### src/rsso_pkg.sv
// package with opcodes and constants for the rotate/subtract/skip unit
package rsso_pkg;
  localparam int DATA_W = 8;
  localparam logic [7:0] ALL_ONES = 8'hff;
  localparam logic [7:0] ZERO_BYTE = 8'h00;
  localparam logic [7:0] ONE_BYTE = 8'h01;
  localparam int MSB = 7;
  localparam int NIB = 4;
  localparam int SKIP_CYCLES = 2;

  typedef enum logic [4:0] {
    RSSO_NOP,
    RSSO_ROTATE_LEFT_THRU_CARRY_TO_WORK,
    RSSO_ROTATE_RIGHT,
    RSSO_ROTATE_RIGHT_TO_WORK,
    RSSO_ROTATE_RIGHT_THRU_CARRY,
    RSSO_ROTATE_RIGHT_THRU_CARRY_TO_WORK,
    RSSO_BORROW_SUBTRACT,
    RSSO_BORROW_SUBTRACT_TO_MEMORY,
    RSSO_MINUS,
    RSSO_MINUS_TO_MEMORY,
    RSSO_DECREMENT_SKIP_ZERO,
    RSSO_DECREMENT_TO_WORK_SKIP_ZERO,
    RSSO_INCREMENT_SKIP_ZERO,
    RSSO_INCREMENT_TO_WORK_SKIP_ZERO,
    RSSO_SKIP_NONZERO_BIT,
    RSSO_SKIP_NONZERO,
    RSSO_SET_BYTE,
    RSSO_SET_BIT,
    RSSO_NIBBLE_EXCHANGE,
    RSSO_NIBBLE_EXCHANGE_TO_WORK
  } rsso_op_t;

  typedef enum logic {
    RSSO_RUN,
    RSSO_DUMMY
  } rsso_state_t;
endpackage : rsso_pkg

### src/rsso_unit.sv
// execution unit for rotate, subtract, skip, set and swap operations
`timescale 1ns/1ps

// Summary of operation
// - rotate left via carry into work register
// - rotate memory right in place, no flags
// - rotate right into work register, no flags
// - rotate memory right via carry in place
// - rotate right via carry into work
// - carry is inverted borrow after subtract
// - borrow subtract operand into work register
// - borrow subtract result back to memory
// - subtracts update all six arithmetic flags
// - plain subtract ignores carry input
// - decrement memory, skip when zero
// - decrement into work, skip when zero
// - increment memory, skip when zero
// - increment into work, skip when zero
// - skip costs dummy cycle, no flags
// - set byte or bit, no flags
// - skip when selected bit is one
// - byte test rewrites, skips when nonzero
// - nibble exchange in place or to work
module rsso_unit (
  input  wire logic               core_clk,
  input  wire logic               reset,
  input  wire logic               op_valid,
  input  wire rsso_pkg::rsso_op_t op_code,
  input  wire logic [7:0]         mem_data,
  input  wire logic [7:0]         imm_data,
  input  wire logic               use_imm,
  input  wire logic [2:0]         bit_sel,
  output logic                    op_ready,
  output logic [7:0]              work_reg,
  output logic                    mem_we,
  output logic [7:0]              mem_wdata,
  output logic                    skip_taken,
  output logic                    dummy_cycle,
  output logic                    carry_flag,
  output logic                    half_byte_carry_flag,
  output logic                    zero_flag,
  output logic                    signed_range_flag,
  output logic                    signed_result_flag,
  output logic                    chained_zero_flag
);
  import rsso_pkg::*;

  rsso_state_t state;
  rsso_state_t next_state;
  logic [7:0]  next_work_reg;
  logic        next_mem_we;
  logic [7:0]  next_mem_wdata;
  logic        next_skip_taken;
  logic        next_carry_flag;
  logic        next_half_byte_carry_flag;
  logic        next_zero_flag;
  logic        next_signed_range_flag;
  logic        next_signed_result_flag;
  logic        next_chained_zero_flag;

  logic [7:0]  operand;
  logic        borrow_in;
  logic [8:0]  diff;
  logic [4:0]  low_diff;
  logic [7:0]  dec_val;
  logic [7:0]  inc_val;
  logic [7:0]  bit_mask;
  logic        do_sub;
  logic        sub_to_mem;

  // subtract flag results
  logic        sub_carry;
  logic        sub_half;
  logic        sub_zero;
  logic        sub_range;
  logic        sub_sign;
  logic        sub_chain;

  // rotated and swapped bytes
  logic [7:0]  rot_right;
  logic [7:0]  rot_right_carry;
  logic [7:0]  rot_left_carry;
  logic [7:0]  nib_swapped;

  // skip conditions
  logic        skip_dec;
  logic        skip_inc;
  logic        skip_bit;
  logic        skip_byte;

  // ready drops during the dummy cycle so the fetch stalls
  assign op_ready = (state == RSSO_RUN);

  // operand select and adders shared by all subtract forms
  always_comb begin
    operand    = use_imm ? imm_data : mem_data;
    borrow_in  = 1'b0;
    do_sub     = 1'b0;
    sub_to_mem = 1'b0;
    case (op_code)
      RSSO_BORROW_SUBTRACT: begin
        do_sub    = 1'b1;
        borrow_in = ~carry_flag;
      end
      RSSO_BORROW_SUBTRACT_TO_MEMORY: begin
        do_sub     = 1'b1;
        sub_to_mem = 1'b1;
        borrow_in  = ~carry_flag;
      end
      RSSO_MINUS: begin
        do_sub = 1'b1;
      end
      RSSO_MINUS_TO_MEMORY: begin
        do_sub     = 1'b1;
        sub_to_mem = 1'b1;
      end
      default: begin
        do_sub = 1'b0;
      end
    endcase
    // memory forms always take the memory byte, never the immediate
    if (sub_to_mem) begin
      operand = mem_data;
    end
    diff = {1'b0, work_reg} - {1'b0, operand} - {8'h00, borrow_in};
    low_diff = {1'b0, work_reg[3:0]} - {1'b0, operand[3:0]}
               - {4'h0, borrow_in};
    dec_val  = mem_data - ONE_BYTE;
    inc_val  = mem_data + ONE_BYTE;
  end

  // one decoder slice per bit of the selected-bit mask
  for (genvar b = 0; b < DATA_W; b++) begin : g_mask
    assign bit_mask[b] = (bit_sel == 3'(b));
  end

  // flags and bytes computed ahead so the decode stays a plain mux
  always_comb begin
    sub_carry = ~diff[8];
    sub_half  = ~low_diff[NIB];
    sub_zero  = (diff[7:0] == ZERO_BYTE);
    sub_range = (work_reg[MSB] ^ operand[MSB])
                & (work_reg[MSB] ^ diff[MSB]);
    sub_sign  = diff[MSB] ^ sub_range;
    // chained zero also needs the chain's low part zero (zero_flag) only in the borrow forms when no borrow comes in; otherwise it is sub_zero alone
    sub_chain = sub_zero;
    if (!borrow_in && (op_code == RSSO_BORROW_SUBTRACT
                       || op_code == RSSO_BORROW_SUBTRACT_TO_MEMORY)) begin
      sub_chain = sub_zero & zero_flag;
    end
    rot_right       = {mem_data[0], mem_data[MSB:1]};
    rot_right_carry = {carry_flag, mem_data[MSB:1]};
    rot_left_carry  = {mem_data[MSB-1:0], carry_flag};
    nib_swapped     = {mem_data[NIB-1:0], mem_data[MSB:NIB]};
    skip_dec        = (dec_val == ZERO_BYTE);
    skip_inc        = (inc_val == ZERO_BYTE);
    skip_bit        = |(mem_data & bit_mask);
    skip_byte       = (mem_data != ZERO_BYTE);
  end

  always_comb begin
    next_state                = RSSO_RUN;
    next_work_reg             = work_reg;
    next_mem_we               = 1'b0;
    next_mem_wdata            = mem_wdata;
    next_skip_taken           = 1'b0;
    next_carry_flag           = carry_flag;
    next_half_byte_carry_flag = half_byte_carry_flag;
    next_zero_flag            = zero_flag;
    next_signed_range_flag    = signed_range_flag;
    next_signed_result_flag   = signed_result_flag;
    next_chained_zero_flag    = chained_zero_flag;
    if (state == RSSO_DUMMY) begin
      next_state = RSSO_RUN;
    end else if (op_valid) begin
      case (op_code)
        RSSO_ROTATE_LEFT_THRU_CARRY_TO_WORK: begin
          next_work_reg   = rot_left_carry;
          next_carry_flag = mem_data[MSB];
        end
        RSSO_ROTATE_RIGHT: begin
          next_mem_we    = 1'b1;
          next_mem_wdata = rot_right;
        end
        RSSO_ROTATE_RIGHT_TO_WORK: begin
          next_work_reg = rot_right;
        end
        RSSO_ROTATE_RIGHT_THRU_CARRY: begin
          next_mem_we     = 1'b1;
          next_mem_wdata  = rot_right_carry;
          next_carry_flag = mem_data[0];
        end
        RSSO_ROTATE_RIGHT_THRU_CARRY_TO_WORK: begin
          next_work_reg   = rot_right_carry;
          next_carry_flag = mem_data[0];
        end
        RSSO_BORROW_SUBTRACT, RSSO_BORROW_SUBTRACT_TO_MEMORY,
        RSSO_MINUS, RSSO_MINUS_TO_MEMORY: begin
          if (sub_to_mem) begin
            next_mem_we    = 1'b1;
            next_mem_wdata = diff[7:0];
          end else begin
            next_work_reg = diff[7:0];
          end
          next_carry_flag           = sub_carry;
          next_half_byte_carry_flag = sub_half;
          next_zero_flag            = sub_zero;
          next_signed_range_flag    = sub_range;
          next_signed_result_flag   = sub_sign;
          next_chained_zero_flag    = sub_chain;
        end
        RSSO_DECREMENT_SKIP_ZERO: begin
          next_mem_we     = 1'b1;
          next_mem_wdata  = dec_val;
          next_skip_taken = skip_dec;
        end
        RSSO_DECREMENT_TO_WORK_SKIP_ZERO: begin
          next_work_reg   = dec_val;
          next_skip_taken = skip_dec;
        end
        RSSO_INCREMENT_SKIP_ZERO: begin
          next_mem_we     = 1'b1;
          next_mem_wdata  = inc_val;
          next_skip_taken = skip_inc;
        end
        RSSO_INCREMENT_TO_WORK_SKIP_ZERO: begin
          next_work_reg   = inc_val;
          next_skip_taken = skip_inc;
        end
        RSSO_SKIP_NONZERO_BIT: begin
          next_skip_taken = skip_bit;
        end
        RSSO_SKIP_NONZERO: begin
          next_mem_we     = 1'b1;
          next_mem_wdata  = mem_data;
          next_skip_taken = skip_byte;
        end
        RSSO_SET_BYTE: begin
          next_mem_we    = 1'b1;
          next_mem_wdata = ALL_ONES;
        end
        RSSO_SET_BIT: begin
          next_mem_we    = 1'b1;
          next_mem_wdata = mem_data | bit_mask;
        end
        RSSO_NIBBLE_EXCHANGE: begin
          next_mem_we    = 1'b1;
          next_mem_wdata = nib_swapped;
        end
        RSSO_NIBBLE_EXCHANGE_TO_WORK: begin
          next_work_reg = nib_swapped;
        end
        default: begin
          next_state = RSSO_RUN;
        end
      endcase
      // skipping costs one extra dummy cycle for the refetch
      if (next_skip_taken) begin
        next_state = RSSO_DUMMY;
      end
    end
  end

  // state register kept apart from the datapath registers
  always_ff @(posedge core_clk) begin
    if (reset) begin
      state <= RSSO_RUN;
    end else begin
      state <= next_state;
    end
  end

  always_ff @(posedge core_clk) begin
    if (reset) begin
      work_reg             <= ZERO_BYTE;
      mem_we               <= 1'b0;
      mem_wdata            <= ZERO_BYTE;
      skip_taken           <= 1'b0;
      carry_flag           <= 1'b0;
      half_byte_carry_flag <= 1'b0;
      zero_flag            <= 1'b0;
      signed_range_flag    <= 1'b0;
      signed_result_flag   <= 1'b0;
      chained_zero_flag    <= 1'b0;
    end else begin
      // write and skip strobes last a single cycle
      work_reg             <= next_work_reg;
      mem_we               <= next_mem_we;
      mem_wdata            <= next_mem_wdata;
      skip_taken           <= next_skip_taken;
      carry_flag           <= next_carry_flag;
      half_byte_carry_flag <= next_half_byte_carry_flag;
      zero_flag            <= next_zero_flag;
      signed_range_flag    <= next_signed_range_flag;
      signed_result_flag   <= next_signed_result_flag;
      chained_zero_flag    <= next_chained_zero_flag;
    end
  end

  assign dummy_cycle = (state == RSSO_DUMMY);
endmodule : rsso_unit

### config.mk
export PLATFORM = sky130hd
export DESIGN_NAME = rsso_unit
export DESIGN_NICKNAME = d
export VERILOG_FILES = /design/src/rsso_pkg.sv /design/src/rsso_unit.sv
export SDC_FILE = /design/constraint.sdc
export NUM_CORES = 1
export LEC_CHECK = 0
export ABC_AREA = 0
export BUFFER_PORTS_ARGS = -buffer_cell sky130_fd_sc_hd__buf_2
export CELL_PAD_IN_SITES_DETAIL_PLACEMENT = 1
export CELL_PAD_IN_SITES_GLOBAL_PLACEMENT = 1
export CORE_MARGIN = 5
export CORE_UTILIZATION = 43
export CTS_CLUSTER_DIAMETER = 40
export DETAILED_ROUTE_END_ITERATION = 16
export PLACE_DENSITY = 0.87
export SLEW_MARGIN = 20
export SYNTH_ARGS = -nofsm -noshare
export SYNTH_HDL_FRONTEND = slang
export SYNTH_SLANG_ARGS = --single-unit
export TNS_END_PERCENT = 50
### constraint.sdc
create_clock -name core_clk -period 5.3 [get_ports core_clk]
set_input_delay 0.265 -clock core_clk [delete_from_list [all_inputs] [get_ports core_clk]]
set_output_delay 0.265 -clock core_clk [all_outputs]
set_load 0.02 [all_outputs]
==> results.json, run 1 <==
{
  "clkPwrFrac_pct": 19.3,
  "wl_um": 12250,
  "worstPathMaxFanout": 27,
  "skew_ns": 0.01545,
  "drive_gt1_share_pct": 20.27,
  "min-delay-path-class": "reg2reg",
  "grtUsageTotal_pct": 24.68,
  "setup-violations-final": 0,
  "final_hold_viol_count": 0,
  "timing.hold.ws_ns": 0.4670,
  "syn_to_final_growth_pct": 7.264,
  "final_util_pct": 46.63,
  "start_util_pct": 43.47,
  "die_w_um": 97.70,
  "grt_max_degree": 34,
  "finalPower_uw": 676.3,
  "slew_headroom_pct": 27.96,
  "syn_nets": 473,
  "first_iter_violations": 288,
  "design_area_sq_um": 3547,
  "vias": 3538,
  "min_period_over_period_pct": 78.52,
  "synth-seq-cells": 24,
  "cts.clk_slew.worst_paths_ns": 0.10,
  "tightest_slew_ns": 1.081,
  "netlist_instances": 427,
  "antenna_found_initial": 0,
  "path_class": "in2reg",
  "clk_path_buf_depth": 2,
  "finalSetupTns_ns": 0,
  "cts_tree": "yes",
  "switching_power_uw": 292.4,
  "synth_enable_flop_cells": 0,
  "antenna_cells": 0,
  "cts_buffers": 3,
  "synthTopCellsByArea": "dfxtp_1 15%, ha_1 6.1%, nor2_1 4.4%",
  "dr.pass1.iters": 5,
  "synth.avg_cell_area_sq_um": 7.745,
  "num-nets-final": 496,
  "drc": 0,
  "synth_cell_types": 80,
  "max_freq_mhz": 240.3,
  "clock_latency_ns": 0.28,
  "routed_via_density": 6.421,
  "synth.largest_area_cell": "dfxtp_1",
  "yosysMostFrequentCell": "nor2_1",
  "seqPwrFrac_pct": 29.3,
  "p_per_area_nw_per_um2": 190.7,
  "placed_area_sq_um": 3492,
  "critPathMaxStageDelay_ns": 0.43,
  "slew_violations": 0,
  "drv_cap": 0,
  "wl_met2_um": 5946,
  "ys.flop_type": "dfxtp_1",
  "placement.io_buffers": 53,
  "pwr-share-comb_pct": 51.4,
  "htree_levels": 1,
  "die_y_um": 97.70,
  "gp_congestion": 0.9715,
  "place.detailed.hpwl_um": 9333,
  "ys_seq_area_share_pct": 14.53,
  "core_sq_um": 7607,
  "min_period_ns": 4.161,
  "worstPathArrival_ns": 4.33,
  "endpoint_kind": "flop",
  "synthArstFlopShare_pct": 0,
  "grt_pass1_vias": 3573,
  "top_layer": "met4",
  "swShare_pct": 43.23,
  "num_rows": 32,
  "cts_sinks": 24,
  "rsz0062_at_grt": "false",
  "synth_common_cells": "39 x nor2_1, 38 x nand2_1, 29 x inv_1",
  "ios": 54,
  "ctsResizeCount": 0,
  "wl_met3_um": 648,
  "drtAntennaViolNets": 0,
  "overflow": 0,
  "crit_path_start_kind": "input pin",
  "postCtsSetupBuffers": 0,
  "cts_hold_buf": 0,
  "yosys_warnings": 0,
  "crit_required_ns": 5.46,
  "clockRootBuffer": "clkbuf_8",
  "slowest_stage": "fa_1",
  "yosys.area.top_type_share_pct": 14.53,
  "grt_pass1_wl_um": 19250,
  "intPower_uw": 383.9,
  "cp_cell_sequence": "buf_2 -> nor4b_4 -> o21bai_4 -> nand2_1 -> nand2_1 -> mux2_2 -> fa_1 -> fa_1 -> a21boi_0 -> o22ai_2 -> xnor2_1 -> a2111oi_2 -> o211ai_1 -> a32o_1",
  "ir_drop_mv": 0.09074,
  "die-area_sq_um": 9544,
  "outcome": "completed",
  "netlist_area_sq_um": 3307,
  "wl_per_cell_um": 22.24,
  "drt-met1-wl_um": 5307,
  "p_leak_uw": 0.001380
}
per-layer routing:
| layer | GRT usage [%] | vias up |
|---|---|---|
| met5 | 0 | - |
| met4 | 7.029 | 0 |
| met3 | 2.800 | 27 |
| met2 | 42.33 | 139 |
| met1 | 32.52 | 1734 |
| li1 | - | 1638 |
power by group through the flow:
stage               sequential [uW]  clock, uW  combinational, uW
finish                          198        131                348
global route                    199        140                373
CTS                             198        131                343
detailed placement              202          0                338
global placement                201          0                326
floorplan                       214          0                236
final cells by class:
cell class,count,area [sq um]
multi-input cells,339,2510
repair buffers,53,265.3
well taps,102,127.6
flip-flops and latches,24,480.5
fillers,980,4060
clock buffers,4,55.05
inverters,29,108.9
path summary, 6_finish.rpt:
kind                                  from            to  slack [ns]  depth (start not counted)
worst min register to register   zero_flag     zero_flag        0.47                          2
worst max register to register  carry_flag  mem_wdata[6]        2.31                          9
worst max-delay path            op_code[3]  mem_wdata[6]        1.14                         14
worst min-delay path             zero_flag     zero_flag        0.47                          2
placed cells by master (no fill, tap or decap), drive strengths merged, types with 4 or more instances in the layout:
master   synthesis  final
inv             29     29
or2              4      4
nor4             4      4
clkbuf          13      4
o21bai           4      4
a2111oi          4      4
o22ai            4      4
dfxtp           24     24
nor3            11     11
a21oi           16     16
xnor2           11     11
a221oi           7      7
nand3           13     13
a311oi           7      7
o2bb2ai          4      4
o21ai           12     12
mux2            11     11
xor2             9      9
buf             22     53
a221o            8      8
nand3b           8      8
ha              16     16
nor3b            7      7
nor2b            9      9
nand2b          10     10
a211oi          12     12
nand2           38     38
nor2            39     39
o211ai           5      5
a22oi            4      4
a32o             6      6
worst max-delay path, delay by kind of cell:
family / cells / cell delay, ns
and+or+nand+nor: 3 / 0.75
adders and majority gates: 2 / 0.85
buffers and inverters: 1 / 0.39
AOI/OAI and AO/OA: 6 / 1.46
muxes: 1 / 0.40
xor gates and xnor gates: 1 / 0.21
cells by family (layout without fill, tap and decap cells):
logic type               Yosys count  in the layout  synth area share, %
XOR/XNOR                          20             20                5.297
adder cells (fa/ha/maj)           18             18                7.264
AND/OR/NAND/NOR                  167            167                28.23
AO/OA/AOI/OAI                    121            121                30.00
flip-flops                        24             24                14.53
multiplexers                      13             13                5.108
buffers and inverters             64             86                9.573
per-stage QoR:
stage               setup slack, ns  instances
global placement              1.083        547
finish                        1.139        551
global route                 0.9108        551
floorplan                     1.492        427
CTS                           1.166        551
detailed placement           0.8835        547
Note: power is estimated with default switching activity, not from simulation.
==> inputs of run 2 (changes only) <==
--- a/config.mk
+++ b/config.mk
@@ -10,10 +10,10 @@
 export CELL_PAD_IN_SITES_DETAIL_PLACEMENT = 1
 export CELL_PAD_IN_SITES_GLOBAL_PLACEMENT = 1
 export CORE_MARGIN = 5
-export CORE_UTILIZATION = 43
+export CORE_UTILIZATION = 38
 export CTS_CLUSTER_DIAMETER = 40
 export DETAILED_ROUTE_END_ITERATION = 16
-export PLACE_DENSITY = 0.87
+export PLACE_DENSITY = 0.82
 export SLEW_MARGIN = 20
 export SYNTH_ARGS = -nofsm -noshare
 export SYNTH_HDL_FRONTEND = slang
==> constraint.sdc (replaced) <==
create_clock -name core_clk -period 3.7 [get_ports core_clk]
set_input_delay 0.185 -clock core_clk [delete_from_list [all_inputs] [get_ports core_clk]]
set_output_delay 0.185 -clock core_clk [all_outputs]
set_load 0.02 [all_outputs]
==> results.json, run 2 (synthesis gave the netlist of run 1 again) <==
{
  "timing.hold.ws_ns": 0.4075,
  "placed_area_sq_um": 3652,
  "start_util_pct": 38.48,
  "grt_pass1_vias": 3681,
  "wl_um": 12870,
  "swShare_pct": 43.12,
  "p_per_area_nw_per_um2": 271.4,
  "reg2regPathDepth": 9,
  "vias": 3653,
  "crit_path_start_kind": "input pin",
  "min_period_ns": 3.480,
  "drtAntennaViolNets": 0,
  "dp_slack_ns": -0.04999,
  "crit_required_ns": 3.88,
  "drv_cap": 0,
  "clock_latency_ns": 0.28,
  "core_sq_um": 8593,
  "final_cell_mix": "53 x buf_2, 39 x nor2_1, 37 x nand2_1",
  "reg2reg_from": "work_reg[0]",
  "rsz0062_at_grt": "false",
  "skew_ns": 0.002991,
  "layout_commonest_cell": "buf_2",
  "antenna_found_initial": 0,
  "htree_levels": 1,
  "holdPathEnd": "half_byte_carry_flag",
  "cts_buffers": 3,
  "clockRootBuffer": "clkbuf_8",
  "p_leak_uw": 0.001479,
  "switching_power_uw": 433.8,
  "dr.pass1.iters": 5,
  "ir_drop_mv": 0.1165,
  "ctsResizeCount": 0,
  "syn_to_final_growth_pct": 12.11,
  "worst-r2r-setup-slack_ns": 0.81,
  "n_fill_cell": 1091,
  "die_w_um": 103.3,
  "ios": 54,
  "antenna_cells": 0,
  "pwr-share-comb_pct": 52.4,
  "worst_slack_ns": 0.2198,
  "overflow": 0,
  "placement.io_buffers": 53,
  "setup-violations-final": 0,
  "clk_path_buf_depth": 2,
  "drive_gt1_share_pct": 23.88,
  "worstPathArrival_ns": 3.66,
  "min_period_over_period_pct": 94.06,
  "cts_hold_buf": 0,
  "hold-path-cell-count": 2,
  "die_y_um": 103.3,
  "max_freq_mhz": 287.3,
  "slew_headroom_pct": 40.77,
  "routed_via_density": 6.331,
  "worstHoldStart": "reset",
  "grt_max_degree": 29,
  "cts.clk_slew.worst_paths_ns": 0.10,
  "final_hold_viol_count": 0,
  "first_iter_violations": 271,
  "num_rows": 34,
  "slew_violations": 0,
  "grt_pass1_wl_um": 19910,
  "worstPathMaxFanout": 4,
  "place.detailed.hpwl_um": 9960,
  "design_area_sq_um": 3707,
  "regToRegEndpoint": "mem_wdata[6]",
  "drc": 0,
  "postCtsSetupBuffers": 0,
  "path_class": "in2reg",
  "die-area_sq_um": 10670,
  "outcome": "completed",
  "seqPwrFrac_pct": 28.1,
  "final_util_pct": 43.14,
  "tightest_slew_ns": 0.8884,
  "clkPwrFrac_pct": 19.5,
  "min-delay-path-class": "in2reg",
  "cts_tree": "yes",
  "wl_per_cell_um": 22.30,
  "grtUsageTotal_pct": 24.18,
  "gp_congestion": 0.9958,
  "intPower_uw": 572.3,
  "cts_sinks": 24,
  "num-nets-final": 516,
  "endpoint_kind": "flop"
}
## run 2: cell count changes in the layout (fill, tap and decap cells not counted), sizes merged
cell,previous run,this run
buf,53,73
## run 2: power groups by stage
stage | combinational (uW) | sequential (uW) | clock (uW)
global placement | 500 | 288 | 0
finish | 527 | 283 | 196
floorplan | 338 | 306 | 0
global route | 568 | 285 | 201
CTS | 520 | 283 | 192
detailed placement | 515 | 289 | 0
## run 2: layer usage
layer / global-route usage, % / part of all wire (%)
met1: 31.46 / 41
met5: 0 / 0
met3: 2.549 / 7.3
met4: 11.85 / 4.5
met2: 39.81 / 47
## run 2: through the flow
stage,setup TNS (ns),power [uW],cells
after global routing,0,1053,577
after detailed placement,-0.07290,804.1,573
after CTS,0,994.6,577
final,0,1006,577
after floorplan,0,644.6,427
after global placement,0,788.3,573
## run 2: worst max path at each step
stage | start | endpoint | cells past startpoint
final | op_code[4] | mem_wdata[6] | 14
after global routing | op_code[4] | carry_flag | 14
after CTS | op_code[4] | mem_wdata[6] | 14
after detailed placement | op_code[4] | mem_wdata[6] | 14
after global placement | op_code[4] | mem_wdata[6] | 14
after floorplan | op_code[1] | mem_wdata[6] | 15
## run 2: cell type report
| class | instances | area [sq um] | share of cell area, % |
|---|---|---|---|
| inverter | 29 | 108.9 | 2.936 |
| timing repair buffer | 73 | 415.4 | 11.20 |
| multi-input combinational | 339 | 2512 | 67.77 |
| tap | 108 | 135.1 | 3.645 |
| sequential | 24 | 480.5 | 12.96 |
| clock buffer | 4 | 55.05 | 1.485 |
## run 2: worst max-delay path: stages
cell       delay (ns)
buf_2            0.13
nor4b_4          0.30
o21bai_4         0.17
nand2_1          0.13
nand2_2          0.10
mux2_2           0.35
fa_1             0.45
fa_1             0.41
a21boi_0         0.32
o22ai_2          0.15
xnor2_1          0.20
a2111oi_2        0.38
o211ai_1         0.15
a32o_1           0.24
==> inputs of run 3 (changes only) <==
--- a/config.mk
+++ b/config.mk
@@ -9,7 +9,6 @@
 export BUFFER_PORTS_ARGS = -buffer_cell sky130_fd_sc_hd__buf_2
 export CELL_PAD_IN_SITES_DETAIL_PLACEMENT = 1
 export CELL_PAD_IN_SITES_GLOBAL_PLACEMENT = 1
-export CORE_MARGIN = 5
 export CORE_UTILIZATION = 38
 export CTS_CLUSTER_DIAMETER = 40
 export DETAILED_ROUTE_END_ITERATION = 16
==> results.json, run 3 (synthesis gave the netlist of run 1 again) <==
{
  "outcome": "completed",
  "cts_sinks": 24,
  "crit_required_ns": 3.87,
  "wl_um": 12580,
  "grt_max_degree": 29,
  "start_util_pct": 39.85,
  "p_leak_uw": 0.001479,
  "instances_no_fill": 574,
  "regArea_sq_um": 480.5,
  "drive_gt1_share_pct": 23.88,
  "drv_cap": 0,
  "placed_area_sq_um": 3649,
  "worstPathArrival_ns": 3.59,
  "regToRegEndpoint": "mem_wdata[6]",
  "endpoint_kind": "flop",
  "max_freq_mhz": 292.6,
  "worst-r2r-setup-slack_ns": 0.89,
  "rsz0062_at_grt": "false",
  "htree_levels": 1,
  "crit_path_start_kind": "input pin",
  "grtUsageTotal_pct": 28.82,
  "skew_ns": 0.009719,
  "cts_buffers": 3,
  "layout_commonest_cell": "buf_2",
  "grt_pass1_wl_um": 19970,
  "overflow": 0,
  "slew_headroom_pct": 41.63,
  "setup-violations-final": 0,
  "routed_via_density": 6.425,
  "core_sq_um": 8299,
  "final_cell_mix": "53 x buf_2, 39 x nor2_1, 37 x nand2_1",
  "worstHoldStart": "reset",
  "grt_pass1_vias": 3732,
  "wl_per_cell_um": 21.92,
  "min_period_over_period_pct": 92.36,
  "holdPathEnd": "half_byte_carry_flag",
  "antenna_found_initial": 0,
  "clk_path_buf_depth": 2,
  "worstPathMaxFanout": 7,
  "min_period_ns": 3.417,
  "clock_latency_ns": 0.28,
  "num_rows": 33,
  "multi_input_area_sq_um": 2512,
  "n_fill_cell": 1049,
  "design_area_sq_um": 3704,
  "dp_slack_ns": -0.1079,
  "die_y_um": 95.29,
  "cts_tree": "yes",
  "num-nets-final": 516,
  "worst_slack_ns": 0.2827,
  "drtAntennaViolNets": 0,
  "die-area_sq_um": 9079,
  "reg2regPathDepth": 9,
  "ios": 54,
  "place.detailed.hpwl_um": 9729,
  "ir_drop_mv": 0.1069,
  "clockRootBuffer": "clkbuf_8",
  "post-place-cells": 570,
  "cts.clk_slew.worst_paths_ns": 0.10,
  "final_util_pct": 44.63,
  "hold-path-cell-count": 2,
  "tightest_slew_ns": 0.8755,
  "die_w_um": 95.29,
  "reg2reg_from": "work_reg[0]",
  "path_class": "in2reg",
  "syn_to_final_growth_pct": 11.99,
  "dr.pass1.iters": 6,
  "first_iter_violations": 342,
  "vias": 3688,
  "p_per_area_nw_per_um2": 269.3,
  "slew_violations": 0,
  "antenna_cells": 0,
  "placement.io_buffers": 53,
  "drc": 0,
  "cp-startpoint": "op_code[4]",
  "min-delay-path-class": "in2reg",
  "gp_congestion": 0.9672,
  "final_hold_viol_count": 0
}
-- run 3: routing by layer --
layer	part of all wire (%)	track usage, %	routed length, um
met3	6.1	3.190	767
met5	0	0	0
met4	3.1	10.35	386
met1	43	37.79	5472
met2	47	48.39	5958
-- run 3: how the worst max path moves through the flow --
| stage | cells after the start | slack (ns) | to |
|---|---|---|---|
| 6_report | 16 | 0.28 | mem_wdata[6] |
| 5_1_grt | 14 | 0.11 | mem_wdata[6] |
| 4_1_cts | 14 | 0.19 | mem_wdata[6] |
| 3_5_place_dp | 14 | -0.11 | mem_wdata[6] |
| 3_3_place_gp | 14 | 0.07 | mem_wdata[6] |
| 2_1_floorplan | 15 | 0.03 | mem_wdata[6] |
-- run 3: what timing repair did --
action | 4_1_cts | 5_1_grt
resized for setup | 0 | 1
setup buffers | 0 | 0
hold buffers | 0 | 0
endpoints found under the setup margin | 0 | 1
-- run 3: worst max-delay path, stage by stage --
cell       delay (ns)
buf_2            0.13
nor4b_4          0.30
o21bai_4         0.17
nand2_1          0.11
nand2_2          0.10
buf_4            0.18
mux2_2           0.35
ha_1             0.28
inv_1            0.05
ha_1             0.23
or3_1            0.41
o22ai_2          0.15
xnor2_1          0.15
a2111oi_2        0.39
o211ai_1         0.17
a32o_1           0.24
-- run 3: cell type report --
class / instances / area share, %
multi-input cells: 339 / 67.84
well taps: 105 / 3.547
repair buffers: 73 / 11.22
inverters: 29 / 2.939
clock buffers: 4 / 1.486
flip-flops and latches: 24 / 12.97
-- run 3: through the flow --
| stage | total power [uW] | TNS, ns | hold slack (ns) |
|---|---|---|---|
| final | 997.5 | 0 | 0.4072 |
| after global routing | 1050 | 0 | 0.4596 |
| after CTS | 991.3 | 0 | 0.3980 |
| after detailed placement | 801.4 | -0.1239 | 0.4513 |
| after global placement | 787.0 | 0 | 0.4364 |
| after floorplan | 644.6 | 0 | 0.4672 |
-- run 3: power by group --
| part | switching (uW) | total, uW | internal [uW] |
|---|---|---|---|
| clock | 93.3 | 189 | 95.3 |
| combinational | 321 | 526 | 205 |
| sequential | 9.40 | 283 | 274 |
| total | 424 | 998 | 573 |
